### src/verilog/asw_regs.svh
// Register map, field positions, reset values and timing figures of the switch register bank.
// Assumes inclusion by bare name from the design; holds definitions only.
`ifndef ASW_REGS_SVH
`define ASW_REGS_SVH
// ----------------------------------------
// Register addresses
// ----------------------------------------
`define ASW_ADDR_ID        8'h01
`define ASW_ADDR_CTRL      8'h02
`define ASW_ADDR_ST1       8'h03
`define ASW_ADDR_ST2       8'h04
`define ASW_ADDR_MASK1     8'h05
`define ASW_ADDR_MASK2     8'h06
`define ASW_ADDR_ADC       8'h07
`define ASW_ADDR_TIM1      8'h08
`define ASW_ADDR_TIM2      8'h09
`define ASW_ADDR_ACC1      8'h0A
`define ASW_ADDR_ACC2      8'h0B
`define ASW_ADDR_KEY1      8'h0C
`define ASW_ADDR_KEY2      8'h0D
`define ASW_ADDR_HOLE      8'h0E
`define ASW_ADDR_SP1       8'h0F
`define ASW_ADDR_SP2       8'h10
`define ASW_ADDR_SPM1      8'h11
`define ASW_ADDR_SPM2      8'h12
`define ASW_ADDR_ROUTE1    8'h13
`define ASW_ADDR_ROUTE2    8'h14
`define ASW_ADDR_FIRST     8'h01
`define ASW_ADDR_LAST      8'h14
// ----------------------------------------
// Fields and reset values
// ----------------------------------------
`define ASW_CTRL_INT_MASK  0
`define ASW_CTRL_WAIT      1
`define ASW_CTRL_AUTO      2
`define ASW_CTRL_RAW_OFF   3
`define ASW_CTRL_CLOSE_OK  4
`define ASW_CTRL_RST       5'h1F
`define ASW_ADC_RST        5'h1F
`define ASW_ST2_ADC_CHG    2
`define ASW_ST2_CONNECT    5
`define ASW_TIM_WAIT_MSB   7
`define ASW_TIM_WAIT_LSB   4
// ----------------------------------------
// Timing
// ----------------------------------------
`define ASW_CLK_PERIOD_NS  50
`define ASW_NS_PER_MS      1000000
`define ASW_WAIT_BASE_MS   10
`define ASW_WAIT_STEP_MS   20
`define ASW_WAIT_MAX_CODE  4'hA
`endif

### src/verilog/asw_pkg.sv
// Types shared by the switch register bank.
// Assumes nothing beyond a SystemVerilog compiler.
package asw_pkg;
    // ----------------------------------------
    // Switching sequence
    // ----------------------------------------
    typedef enum logic [1:0] {
        SW_IDLE,
        SW_WAIT,
        SW_GO
    } asw_sw_state_t;
endpackage : asw_pkg

### src/verilog/asw_register_bank.sv
// Host-visible register bank of the accessory connector switch.
// Assumes a serial bus engine in front that hands over command bytes, data bytes and master acks.
`timescale 1ns/1ps
`include "asw_regs.svh"

module asw_register_bank #(
    parameter int unsigned MS_TICK_CYCLES = `ASW_NS_PER_MS / `ASW_CLK_PERIOD_NS,
    parameter logic [2:0]  SUPPLIER_CODE  = 3'h5,  // Arbitrary value
    parameter logic [4:0]  REVISION_CODE  = 5'h0C  // Arbitrary value
) (
    // Clock and reset
    input  wire logic       ref_clk_in,
    input  wire logic       rst_n_in,
    // Byte handover from the serial engine
    input  wire logic       sub_addr_load_in,
    input  wire logic [7:0] sub_addr_in,
    input  wire logic       data_wr_in,
    input  wire logic [7:0] data_wr_byte_in,
    input  wire logic       data_rd_in,
    input  wire logic       master_ack_in,
    output logic      [7:0] rd_byte_out,
    // Detector events, one-cycle pulses
    input  wire logic [7:0] evt_first_in,
    input  wire logic [6:0] evt_second_in,
    input  wire logic [7:0] spare_evt_first_in,
    input  wire logic [3:0] spare_evt_second_in,
    // Detector levels
    input  wire logic [4:0] adc_code_in,
    input  wire logic [7:0] accessory_first_in,
    input  wire logic [7:0] accessory_second_in,
    input  wire logic [7:0] key_first_in,
    input  wire logic [6:0] key_second_in,
    input  wire logic       sw_request_in,
    input  wire logic [7:0] auto_route_first_in,
    input  wire logic [4:0] auto_route_second_in,
    // Switch and host side
    output logic            irq_n_out,
    output logic      [7:0] route_first_out,
    output logic      [4:0] route_second_out,
    output logic            load_switch_on_out,
    output logic      [7:0] timing_first_out,
    output logic      [7:0] timing_second_out
);
    // ----------------------------------------
    // Elaboration checks
    // ----------------------------------------
    generate
        if (MS_TICK_CYCLES < 1 || MS_TICK_CYCLES > 65535) begin : g_bad_tick
            $error("MS_TICK_CYCLES must lie in 1..65535");
        end
    endgenerate

    // ----------------------------------------
    // State
    // ----------------------------------------
    logic [4:0] ctrl_q;
    logic [7:0] st1_q;
    logic [6:0] st2_q;
    logic [7:0] mask1_q;
    logic [6:0] mask2_q;
    logic [4:0] adc_q;
    logic [7:0] sp1_q;
    logic [3:0] sp2_q;
    logic [7:0] spm1_q;
    logic [3:0] spm2_q;
    logic [7:0] route1_q;
    logic [4:0] route2_q;
    logic [7:0] ptr_q;
    logic [7:0] rd_addr_q;
    logic       rd_valid_q;
    logic [7:0] auto1_q;
    logic [4:0] auto2_q;
    logic [15:0] tick_q;
    logic [7:0] ms_q;
    asw_pkg::asw_sw_state_t sw_state_q;

    logic [7:0] rd_mux;
    logic       ack_take;
    logic       host_go;
    logic       adc_chg;
    logic [7:0] wait_ms;
    logic       pending;

    function automatic logic [7:0] next_addr(input logic [7:0] a);
        if (a >= `ASW_ADDR_LAST || a < `ASW_ADDR_FIRST) begin
            return `ASW_ADDR_FIRST;
        end
        return a + 8'h01;
    endfunction : next_addr

    function automatic logic [7:0] clear_bits(input logic [7:0] target);
        return (ack_take && rd_addr_q == target) ? rd_byte_out : 8'h00;
    endfunction : clear_bits

    // ----------------------------------------
    // Address pointer and read path
    // ----------------------------------------
    always_ff @(posedge ref_clk_in or negedge rst_n_in) begin
        if (!rst_n_in) begin
            ptr_q <= `ASW_ADDR_FIRST;
        end else if (sub_addr_load_in) begin
            ptr_q <= sub_addr_in;
        end else if (data_wr_in || data_rd_in) begin
            ptr_q <= next_addr(ptr_q);
        end
    end

    always_comb begin
        case (ptr_q)
            `ASW_ADDR_ID:     rd_mux = {REVISION_CODE, SUPPLIER_CODE};
            `ASW_ADDR_CTRL:   rd_mux = {3'h0, ctrl_q};
            `ASW_ADDR_ST1:    rd_mux = st1_q;
            `ASW_ADDR_ST2:    rd_mux = {1'b0, st2_q};
            `ASW_ADDR_MASK1:  rd_mux = mask1_q;
            `ASW_ADDR_MASK2:  rd_mux = {1'b0, mask2_q};
            `ASW_ADDR_ADC:    rd_mux = {3'h0, adc_q};
            `ASW_ADDR_TIM1:   rd_mux = timing_first_out;
            `ASW_ADDR_TIM2:   rd_mux = timing_second_out;
            `ASW_ADDR_ACC1:   rd_mux = accessory_first_in;
            `ASW_ADDR_ACC2:   rd_mux = accessory_second_in;
            `ASW_ADDR_KEY1:   rd_mux = key_first_in;
            `ASW_ADDR_KEY2:   rd_mux = {1'b0, key_second_in};
            `ASW_ADDR_SP1:    rd_mux = sp1_q;
            `ASW_ADDR_SP2:    rd_mux = {4'h0, sp2_q};
            `ASW_ADDR_SPM1:   rd_mux = spm1_q;
            `ASW_ADDR_SPM2:   rd_mux = {4'h0, spm2_q};
            `ASW_ADDR_ROUTE1: rd_mux = route1_q;
            `ASW_ADDR_ROUTE2: rd_mux = {3'h0, route2_q};
            default:          rd_mux = 8'h00;
        endcase
    end

    always_ff @(posedge ref_clk_in or negedge rst_n_in) begin
        if (!rst_n_in) begin
            rd_byte_out <= 8'h00;
            rd_addr_q   <= 8'h00;
            rd_valid_q  <= 1'b0;
        end else if (data_rd_in) begin
            rd_byte_out <= rd_mux;
            rd_addr_q   <= ptr_q;
            rd_valid_q  <= 1'b1;
        end else if (master_ack_in || sub_addr_load_in) begin
            rd_valid_q  <= 1'b0;
        end
    end

    // Only the bits actually shipped are cleared, so an event landing between load and ack survives
    assign ack_take = master_ack_in && rd_valid_q && !data_rd_in;

    // ----------------------------------------
    // Host-written registers
    // ----------------------------------------
    assign host_go = data_wr_in && ptr_q == `ASW_ADDR_CTRL && !ctrl_q[`ASW_CTRL_WAIT]
                     && data_wr_byte_in[`ASW_CTRL_WAIT];

    always_ff @(posedge ref_clk_in or negedge rst_n_in) begin
        if (!rst_n_in) begin
            ctrl_q            <= `ASW_CTRL_RST;
            mask1_q           <= 8'h00;
            mask2_q           <= 7'h00;
            spm1_q            <= 8'h00;
            spm2_q            <= 4'h0;
            route1_q          <= 8'h00;
            route2_q          <= 5'h00;
            timing_first_out  <= 8'h00;
            timing_second_out <= 8'h00;
        end else if (data_wr_in) begin
            // Read-only and unmapped targets fall through unchanged
            case (ptr_q)
                `ASW_ADDR_CTRL:   ctrl_q            <= data_wr_byte_in[4:0];
                `ASW_ADDR_MASK1:  mask1_q           <= data_wr_byte_in;
                `ASW_ADDR_MASK2:  mask2_q           <= data_wr_byte_in[6:0];
                `ASW_ADDR_SPM1:   spm1_q            <= data_wr_byte_in;
                `ASW_ADDR_SPM2:   spm2_q            <= data_wr_byte_in[3:0];
                `ASW_ADDR_ROUTE1: route1_q          <= data_wr_byte_in;
                `ASW_ADDR_ROUTE2: route2_q          <= data_wr_byte_in[4:0];
                `ASW_ADDR_TIM1:   timing_first_out  <= data_wr_byte_in;
                `ASW_ADDR_TIM2:   timing_second_out <= data_wr_byte_in;
                default:          ;
            endcase
        end
    end

    // ----------------------------------------
    // Event status, set wins over clear
    // ----------------------------------------
    assign adc_chg = adc_code_in != adc_q && !ctrl_q[`ASW_CTRL_RAW_OFF];

    always_ff @(posedge ref_clk_in or negedge rst_n_in) begin
        if (!rst_n_in) begin
            adc_q <= `ASW_ADC_RST;
        end else begin
            adc_q <= adc_code_in;
        end
    end

    always_ff @(posedge ref_clk_in or negedge rst_n_in) begin
        if (!rst_n_in) begin
            st1_q <= 8'h00;
            st2_q <= 7'h00;
        end else begin
            st1_q <= (st1_q & ~clear_bits(`ASW_ADDR_ST1)) | evt_first_in;
            st2_q <= (st2_q & ~7'(clear_bits(`ASW_ADDR_ST2)))
                     | {evt_second_in[6],
                        evt_second_in[5] || sw_state_q == asw_pkg::SW_GO,
                        evt_second_in[4:3],
                        adc_chg,
                        evt_second_in[1:0]};
        end
    end

    always_ff @(posedge ref_clk_in or negedge rst_n_in) begin
        if (!rst_n_in) begin
            sp1_q <= 8'h00;
            sp2_q <= 4'h0;
        end else begin
            sp1_q <= (sp1_q & ~clear_bits(`ASW_ADDR_SP1)) | spare_evt_first_in;
            sp2_q <= (sp2_q & ~4'(clear_bits(`ASW_ADDR_SP2))) | spare_evt_second_in;
        end
    end

    // ----------------------------------------
    // Interrupt output
    // ----------------------------------------
    assign pending = |(st1_q & ~mask1_q) || |(st2_q & ~mask2_q)
                     || |(sp1_q & ~spm1_q) || |(sp2_q & ~spm2_q);

    always_ff @(posedge ref_clk_in or negedge rst_n_in) begin
        if (!rst_n_in) begin
            irq_n_out <= 1'b1;
        end else begin
            irq_n_out <= !(pending && !ctrl_q[`ASW_CTRL_INT_MASK]);
        end
    end

    // ----------------------------------------
    // Switching wait timer
    // ----------------------------------------
    // Codes above the table saturate at the longest wait rather than wrapping
    always_comb begin
        logic [3:0] code;
        code = timing_second_out[`ASW_TIM_WAIT_MSB:`ASW_TIM_WAIT_LSB];
        if (code > `ASW_WAIT_MAX_CODE) begin
            code = `ASW_WAIT_MAX_CODE;
        end
        wait_ms = 8'(`ASW_WAIT_BASE_MS) + 8'(`ASW_WAIT_STEP_MS) * {4'h0, code};
    end

    always_ff @(posedge ref_clk_in or negedge rst_n_in) begin
        if (!rst_n_in) begin
            tick_q <= 16'h0000;
            ms_q   <= 8'h00;
        end else if (sw_state_q != asw_pkg::SW_WAIT) begin
            tick_q <= 16'h0000;
            ms_q   <= 8'h00;
        end else if (tick_q == 16'(MS_TICK_CYCLES - 1)) begin
            tick_q <= 16'h0000;
            ms_q   <= (ms_q == 8'hFF) ? ms_q : ms_q + 8'h01;
        end else begin
            tick_q <= tick_q + 16'h0001;
        end
    end

    always_ff @(posedge ref_clk_in or negedge rst_n_in) begin
        if (!rst_n_in) begin
            sw_state_q <= asw_pkg::SW_IDLE;
        end else begin
            case (sw_state_q)
                asw_pkg::SW_IDLE: begin
                    if (sw_request_in) begin
                        sw_state_q <= asw_pkg::SW_WAIT;
                    end
                end
                asw_pkg::SW_WAIT: begin
                    if (host_go || (ctrl_q[`ASW_CTRL_WAIT] && ms_q >= wait_ms)) begin
                        sw_state_q <= asw_pkg::SW_GO;
                    end
                end
                default: begin
                    sw_state_q <= asw_pkg::SW_IDLE;
                end
            endcase
        end
    end

    // ----------------------------------------
    // Switch paths
    // ----------------------------------------
    always_ff @(posedge ref_clk_in or negedge rst_n_in) begin
        if (!rst_n_in) begin
            auto1_q <= 8'h00;
            auto2_q <= 5'h00;
        end else if (sw_state_q == asw_pkg::SW_GO) begin
            auto1_q <= auto_route_first_in;
            auto2_q <= auto_route_second_in;
        end
    end

    always_ff @(posedge ref_clk_in or negedge rst_n_in) begin
        if (!rst_n_in) begin
            route_first_out    <= 8'h00;
            route_second_out   <= 5'h00;
            load_switch_on_out <= 1'b0;
        end else if (!ctrl_q[`ASW_CTRL_CLOSE_OK]) begin
            route_first_out    <= 8'h00;
            route_second_out   <= 5'h00;
            load_switch_on_out <= 1'b0;
        end else if (!ctrl_q[`ASW_CTRL_AUTO]) begin
            route_first_out    <= route1_q;
            route_second_out   <= route2_q;
            load_switch_on_out <= 1'b1;
        end else begin
            route_first_out    <= auto1_q;
            route_second_out   <= auto2_q;
            load_switch_on_out <= 1'b1;
        end
    end
endmodule : asw_register_bank

### config.mk
export PLATFORM = sky130hd
export DESIGN_NAME = asw_register_bank
export DESIGN_NICKNAME = d
export VERILOG_FILES = /design/src/verilog/asw_pkg.sv /design/src/verilog/asw_register_bank.sv
export VERILOG_INCLUDE_DIRS = /design/src /design/src/verilog
export SDC_FILE = /design/constraint.sdc
export NUM_CORES = 1
export LEC_CHECK = 0
export ABC_AREA = 1
export BUFFER_PORTS_ARGS = -buffer_cell sky130_fd_sc_hd__buf_4
export CORE_ASPECT_RATIO = 0.6
export CORE_MARGIN = 5
export CORE_UTILIZATION = 35
export CTS_CLUSTER_SIZE = 16
export DETAILED_ROUTE_END_ITERATION = 16
export PLACE_DENSITY_LB_ADDON = 0.05
export SYNTH_ARGS = -nofsm -noshare
export SYNTH_HDL_FRONTEND = slang
export SYNTH_SLANG_ARGS = --single-unit
### constraint.sdc
create_clock -name ref_clk_in -period 3.9 [get_ports ref_clk_in]
set_input_delay 0.195 -clock ref_clk_in [delete_from_list [all_inputs] [get_ports ref_clk_in]]
set_output_delay 0.195 -clock ref_clk_in [all_outputs]
set_load 0.05 [all_outputs]
# Word level (Yosys, flattened, before mapping)
# Index checks and enable logic that the tools add are counted.
# totals
regBits	172
inputBits	99
output_inout_bits	39
word_cells	160
# classes
add_sub_neg	4
mul	1
order_cmp	4
n_eq_ne	32
muxes	28
bitwise_logic	20
reduce_logical	44
# op_table
cell	n
case mux 8 bit (19 select lines)	1
2-to-1 mux 8 bit	11
== test 8 x 4 -> 1 bit, second input constant	8
== test 8 x 5 -> 1 bit, second input constant	6
== test 8 x 3 -> 1 bit, second input constant	5
AND 8 bit	4
2-to-1 mux 16 bit	2
NOT 8 bit	4
== test 8 x 2 -> 1 bit, second input constant	3
AND reduction 2 bit	11
adder 16 x 1 -> 16 bit, second input constant	1
adder 8 x 1 -> 8 bit, second input constant	2
== test 16 x 15 -> 1 bit, second input constant	1
OR 8 bit	2
OR reduction 8 bit	2
AND 7 bit	2
NOT 7 bit	2
logical AND 1 bit	12
2-to-1 mux 5 bit	2
adder 4 x 8 -> 8 bit, first input constant	1
AND 4 bit	2
== test 8 x 1 -> 1 bit, second input constant	1
== test 8 bit, second input constant	1
greater-or-equal comparator 8 x 5 -> 1 bit, second input constant	1
23 further kinds	46

# Logic depth before layout (Yosys ltp)
# depth
depth_word	9
depth_mapped	20
mapped_depth_nobuf	20

# Least setup slack after synthesis
# Ideal clock, no wire load.
# synth_path
path_kind	register to register
start	register timing_second_out[6]
end	register sw_state_q[0]
setup_ns	0.117
t_arrival_ns	2.943
required_time_ns	3.783
slack_ns	0.839
path_stages_with_launch	20
n_path_buf	0
synth_period_minus_slack_ns	3.061
cell_sequence	dfrtp_1 > inv_1 > nand2_1 > nand2_1 > nand2_1 > ha_1 > ha_1 > inv_1 > fa_1 > inv_1 > nand3_1 > xor2_1 > ha_1 > nand2_1 > nor2_1 > nand2_1 > o211ai_1 > nand2_1 > nand3_1 > nand2_1
# synth_between
elab_chain_len	9
# synth_lines
element	line	rtl
start, declared	asw_register_bank.sv:42	output logic [7:0] timing_second_out
start signal, assigned	asw_register_bank.sv:178	`ASW_ADDR_TIM2: timing_second_out <= data_wr_byte_in;
> comparator 4 bit (no source line)	--	
2-to-1 mux 4 bit *	asw_register_bank.sv:243	if (code > `ASW_WAIT_MAX_CODE) begin
multiplier 3 x 4 -> 6 bit *	asw_register_bank.sv:246	wait_ms = 8'(`ASW_WAIT_BASE_MS) + 8'(`ASW_WAIT_STEP_MS) * {4'h0, code};
adder 4 x 8 -> 8 bit *	asw_register_bank.sv:246	
greater-or-equal comparator 8 bit *	asw_register_bank.sv:275	if (host_go || (ctrl_q[`ASW_CTRL_WAIT] && ms_q >= wait_ms)) begin
logical AND 1 bit *	asw_register_bank.sv:275	
logical OR 1 bit *	asw_register_bank.sv:275	
!= test 2 bit (no source line) *	--	
AND reduction 2 bit (no source line) *	--	
end signal, assigned	asw_register_bank.sv:271	sw_state_q <= asw_pkg::SW_WAIT;
end signal, assigned	asw_register_bank.sv:276	sw_state_q <= asw_pkg::SW_GO;
end signal, assigned	asw_register_bank.sv:280	sw_state_q <= asw_pkg::SW_IDLE;
end, declared	asw_register_bank.sv:75	asw_pkg::asw_sw_state_t sw_state_q;
# Mark *: on every way between the ends. The rest lies on a longest branch, timed or not.
# A chain may end at the register's enable or synchronous reset.

# Worst setup path in the final report
# layout_path
start	register timing_second_out[4]
end	register sw_state_q[0]
# The elaborated chain is that of the path after synthesis.

==> out/qor.yml <==
placed_design:
  dp_slack_ps: 938
  postPlaceCellArea_um2: 10200
  place.gp.congestion: 0.930
  dp_hpwl_um: 24100
  portBuffers: 136
sta:
  tns_ps: 0
  rsz0062_at_grt: "false"
  setup_ws_ps: 946
  maxSlewViolCount: 0
  worstMarginPinSlew_ps: 753
  period_share_pct: 75.7
  relSlewSlack_pct: 49.7
  setup_viol: 0
  hold_violations: 0
  final.setup_skew_ps: 8.82
  period_minus_slack_ps: 2950
  finalHoldWorstSlack_ps: 29.5
  fmax_mhz: 339
grt:
  antenna_found_initial: 1
  grt_max_degree: 76
  track_usage_pct: 21.8
  grt_pass1_wl_um: 47300
  grt_pass1_vias: 7871
  grt_overflow: 0
finish:
  multiInputGateArea_um2: 4000
  fillers: 2556
  final_nets: 1381
  syn_to_final_growth_pct: 28.2
  post-route-util_pct: 45.4
  drive_gt1_share_pct: 20.2
  finalInstanceArea_um2: 11500
  num_antenna_cells: 0
  regArea_um2: 4320
route:
  route.detailed.drc: 0
  routed_wl_um: 30800
  avgViaCountPerCell: 4.93
  num_vias: 7914
  firstDrtPassIters: 6
  drt_iter0_drc: 518
  wl_per_cell_um: 19.2
  ant_nets: 0
setup_path:
  max_stage_delay_ps: 420
  crit_start: "timing_second_out[4]$_DFFE_PN0P_"
  r2r_slack_ps: 950
  r2r-start: "timing_second_out[4]$_DFFE_PN0P_"
  path_common_cell: "nand2_1"
  reg2regPathDepth: 19
  critPathSlowestCell: "dfrtp_1"
  worstSetupPathType: "flip-flop to flip-flop"
  endpoint: "sw_state_q[0]$_DFFE_PN0P_"
  critPathLaunchType: "flip-flop"
  arrival_ps: 3290
  cp.required_ps: 4240
  crit_chain: "nand2_1, nand2_1, nand2_1, nand2_1, ha_1, ha_1, inv_1, fa_1, inv_1, nand3_1, xor2_1, ha_1, nand2_1, nor2_1, nand2_1, o211ai_1, nand2_1, nand3_1, nand2_1"
  r2r_end: "sw_state_q[0]$_DFFE_PN0P_"
  end_kind: "flip-flop"
  path_max_fanout: 5
synth:
  syn_area_per_cell_um2: 8.33
  synth_area_um2: 8930
  ys.flop_type: "dfrtp_1"
  synth-edff-count: 0
  ys_ff_latch: 172
  syn_nets: 1190
  synthDistinctLibCells: 48
  netlist_instances: 1072
  yosysSeqAreaShare_pct: 48.3
  yosysWarnings: 0
  async_reset_ff_share_pct: 100
die:
  start_util_pct: 35.4
  die_h_um: 134
  die_area_um2: 28900
  core-area_um2: 25200
  die_width_um: 216
  io_pins: 138
  fp-row-count: 45
clocking:
  cts_buffer_depth: 2
  h-tree-depth: 4
  clock_sinks: 172
  cts_tree: "yes"
  root_buffer: "clkbuf_16"
  insertion_delay_ps: 450
  cts_buffers: 17
  path_clk_slew_ps: 70
  ctsResizeCount: 0
outcome:
  status: "finished clean"
min_path:
  hp-class: "input pin to flip-flop"
run:
  maxCapViolations: 0
power:
  ir_drop_mv: 0.300
  p_leak_nw: 5.64
  power_density_nw_per_um2: 534
-- per-stage QoR --
step,cells,power [mW]
after floorplan,1072,3.56
after global placement,1515,4.18
after detailed placement,1515,4.19
after CTS,1605,6.18
after global routing,1605,6.47
final,1605,6.12
-- repair_timing --
item | 4_1_cts | 5_1_grt
hold buffers | 58 | 0
setup endpoints to repair | 0 | 0
hold endpoints to repair | 115 | 0
setup buffers | 0 | 0
-- synth_stat cells, types with 8 or more instances --
master | number | area share, %
nand2_1 | 278 | 12
dfrtp_1 | 160 | 45
nor2_1 | 114 | 4.8
inv_1 | 105 | 4.4
o21ai_0 | 63 | 3.5
nand3_1 | 58 | 3.2
o21ai_1 | 41 | 2.3
o21bai_1 | 26 | 2.2
ha_1 | 18 | 2.5
nand4_1 | 17 | 1.2
a21oi_1 | 13 | 0.73
mux2_2 | 13 | 1.6
o22ai_1 | 13 | 0.91
dfstp_2 | 12 | 3.5
nor3_1 | 12 | 0.67
nand2_2 | 11 | 0.77
nor2_2 | 10 | 0.70
nor2_4 | 8 | 1.0
xor2_1 | 8 | 0.78
-- kinds of logic after synthesis --
group                      synth area share (%)
AOI/OAI and AO/OA                          11.1
xor gates and xnor gates                   1.37
adders and majority gates                  2.74
buffers and inverters                      6.85
DFF                                        48.3
muxes                                      1.64
and+or+nand+nor                            28.0
-- sequential cells by signal, indices dropped and copies added (netlist names), 8 cells and up --
| signal | count |
|---|---|
| rd_byte_out | 8 |
| route_first_out | 8 |
| route1_q | 8 |
| tick_q | 16 |
| timing_first_out | 8 |
| ms_q | 8 |
| spm1_q | 8 |
| auto1_q | 8 |
| timing_second_out | 8 |
| st1_q | 8 |
| rd_addr_q | 8 |
| mask1_q | 8 |
| ptr_q | 8 |
| sp1_q | 8 |
-- placed cells by master, fill, tap and decap left out, types with 4 or more instances in the layout --
master,synthesis,layout
inv_6,0,6
nand3_2,5,5
buf_4,3,137
o211ai_1,5,5
nor2_2,10,10
a21oi_1,13,13
nor2_4,8,8
or2_2,5,5
dfrtp_1,160,160
bufinv_16,0,4
nand2_1,278,278
o21ai_1,41,41
nor3_1,12,12
inv_1,105,105
nor4_1,6,6
nand3_1,58,58
o21bai_1,26,26
dlygate4sd3_1,0,58
o21ai_2,6,6
ha_1,18,18
mux2_2,13,13
clkbuf_16,0,17
dfstp_2,12,12
nand2_2,11,11
nor3b_1,6,6
o22ai_1,13,13
xor2_1,8,8
o21ai_0,63,63
nand4_1,17,17
nor2_1,114,114
nand3b_1,5,5
xnor2_1,6,6
-- how the worst min path moves through the flow --
stage	from	endpoint	slack, ps	cells past startpoint
after CTS	sub_addr_load_in	rd_valid_q$_DFFE_PN0P_	6	2
final	sub_addr_load_in	rd_valid_q$_DFFE_PN0P_	30	2
after detailed placement	rst_n_in	ms_q[1]$_DFFE_PN0P_	230	1
after floorplan	rst_n_in	auto1_q[0]$_DFFE_PN0P_	-100	0
after global routing	sub_addr_load_in	rd_valid_q$_DFFE_PN0P_	30	2
after global placement	rst_n_in	ms_q[1]$_DFFE_PN0P_	230	1
-- worst max-delay path, delay by kind of cell (launching register included) --
kind / cells / cell delay, ps
compound gates: 1 / 80
xor+xnor: 1 / 170
fa+ha+maj: 4 / 1180
buf+inv: 2 / 160
flops: 1 / 420
simple gates: 11 / 840
-- layout make-up --
class / instances / area share, %
clock inverter: 15 / 1.94
inverter: 112 / 3.75
tap: 329 / 3.59
timing repair buffer: 197 / 14.3
sequential: 172 / 37.7
clock buffer: 17 / 3.71
multi-input combinational: 763 / 35.0
-- report_power, final --
group          internal (mW)  total (mW)  switching [mW]  leakage, nW
Combinational          0.609        1.72            1.11         3.22
Sequential              2.15        2.47           0.311         2.10
Clock                   1.10        1.93           0.832        0.316
Total                   3.86        6.12            2.26         5.64
-- metal layers --
layer / GRT usage [%] / share of wire, %
met1: 33.2 / 51
met2: 30.5 / 41
met5: 0 / 0
met4: 6.11 / 1.5
met3: 5.41 / 6.3
(Power assumes the default switching activity.)
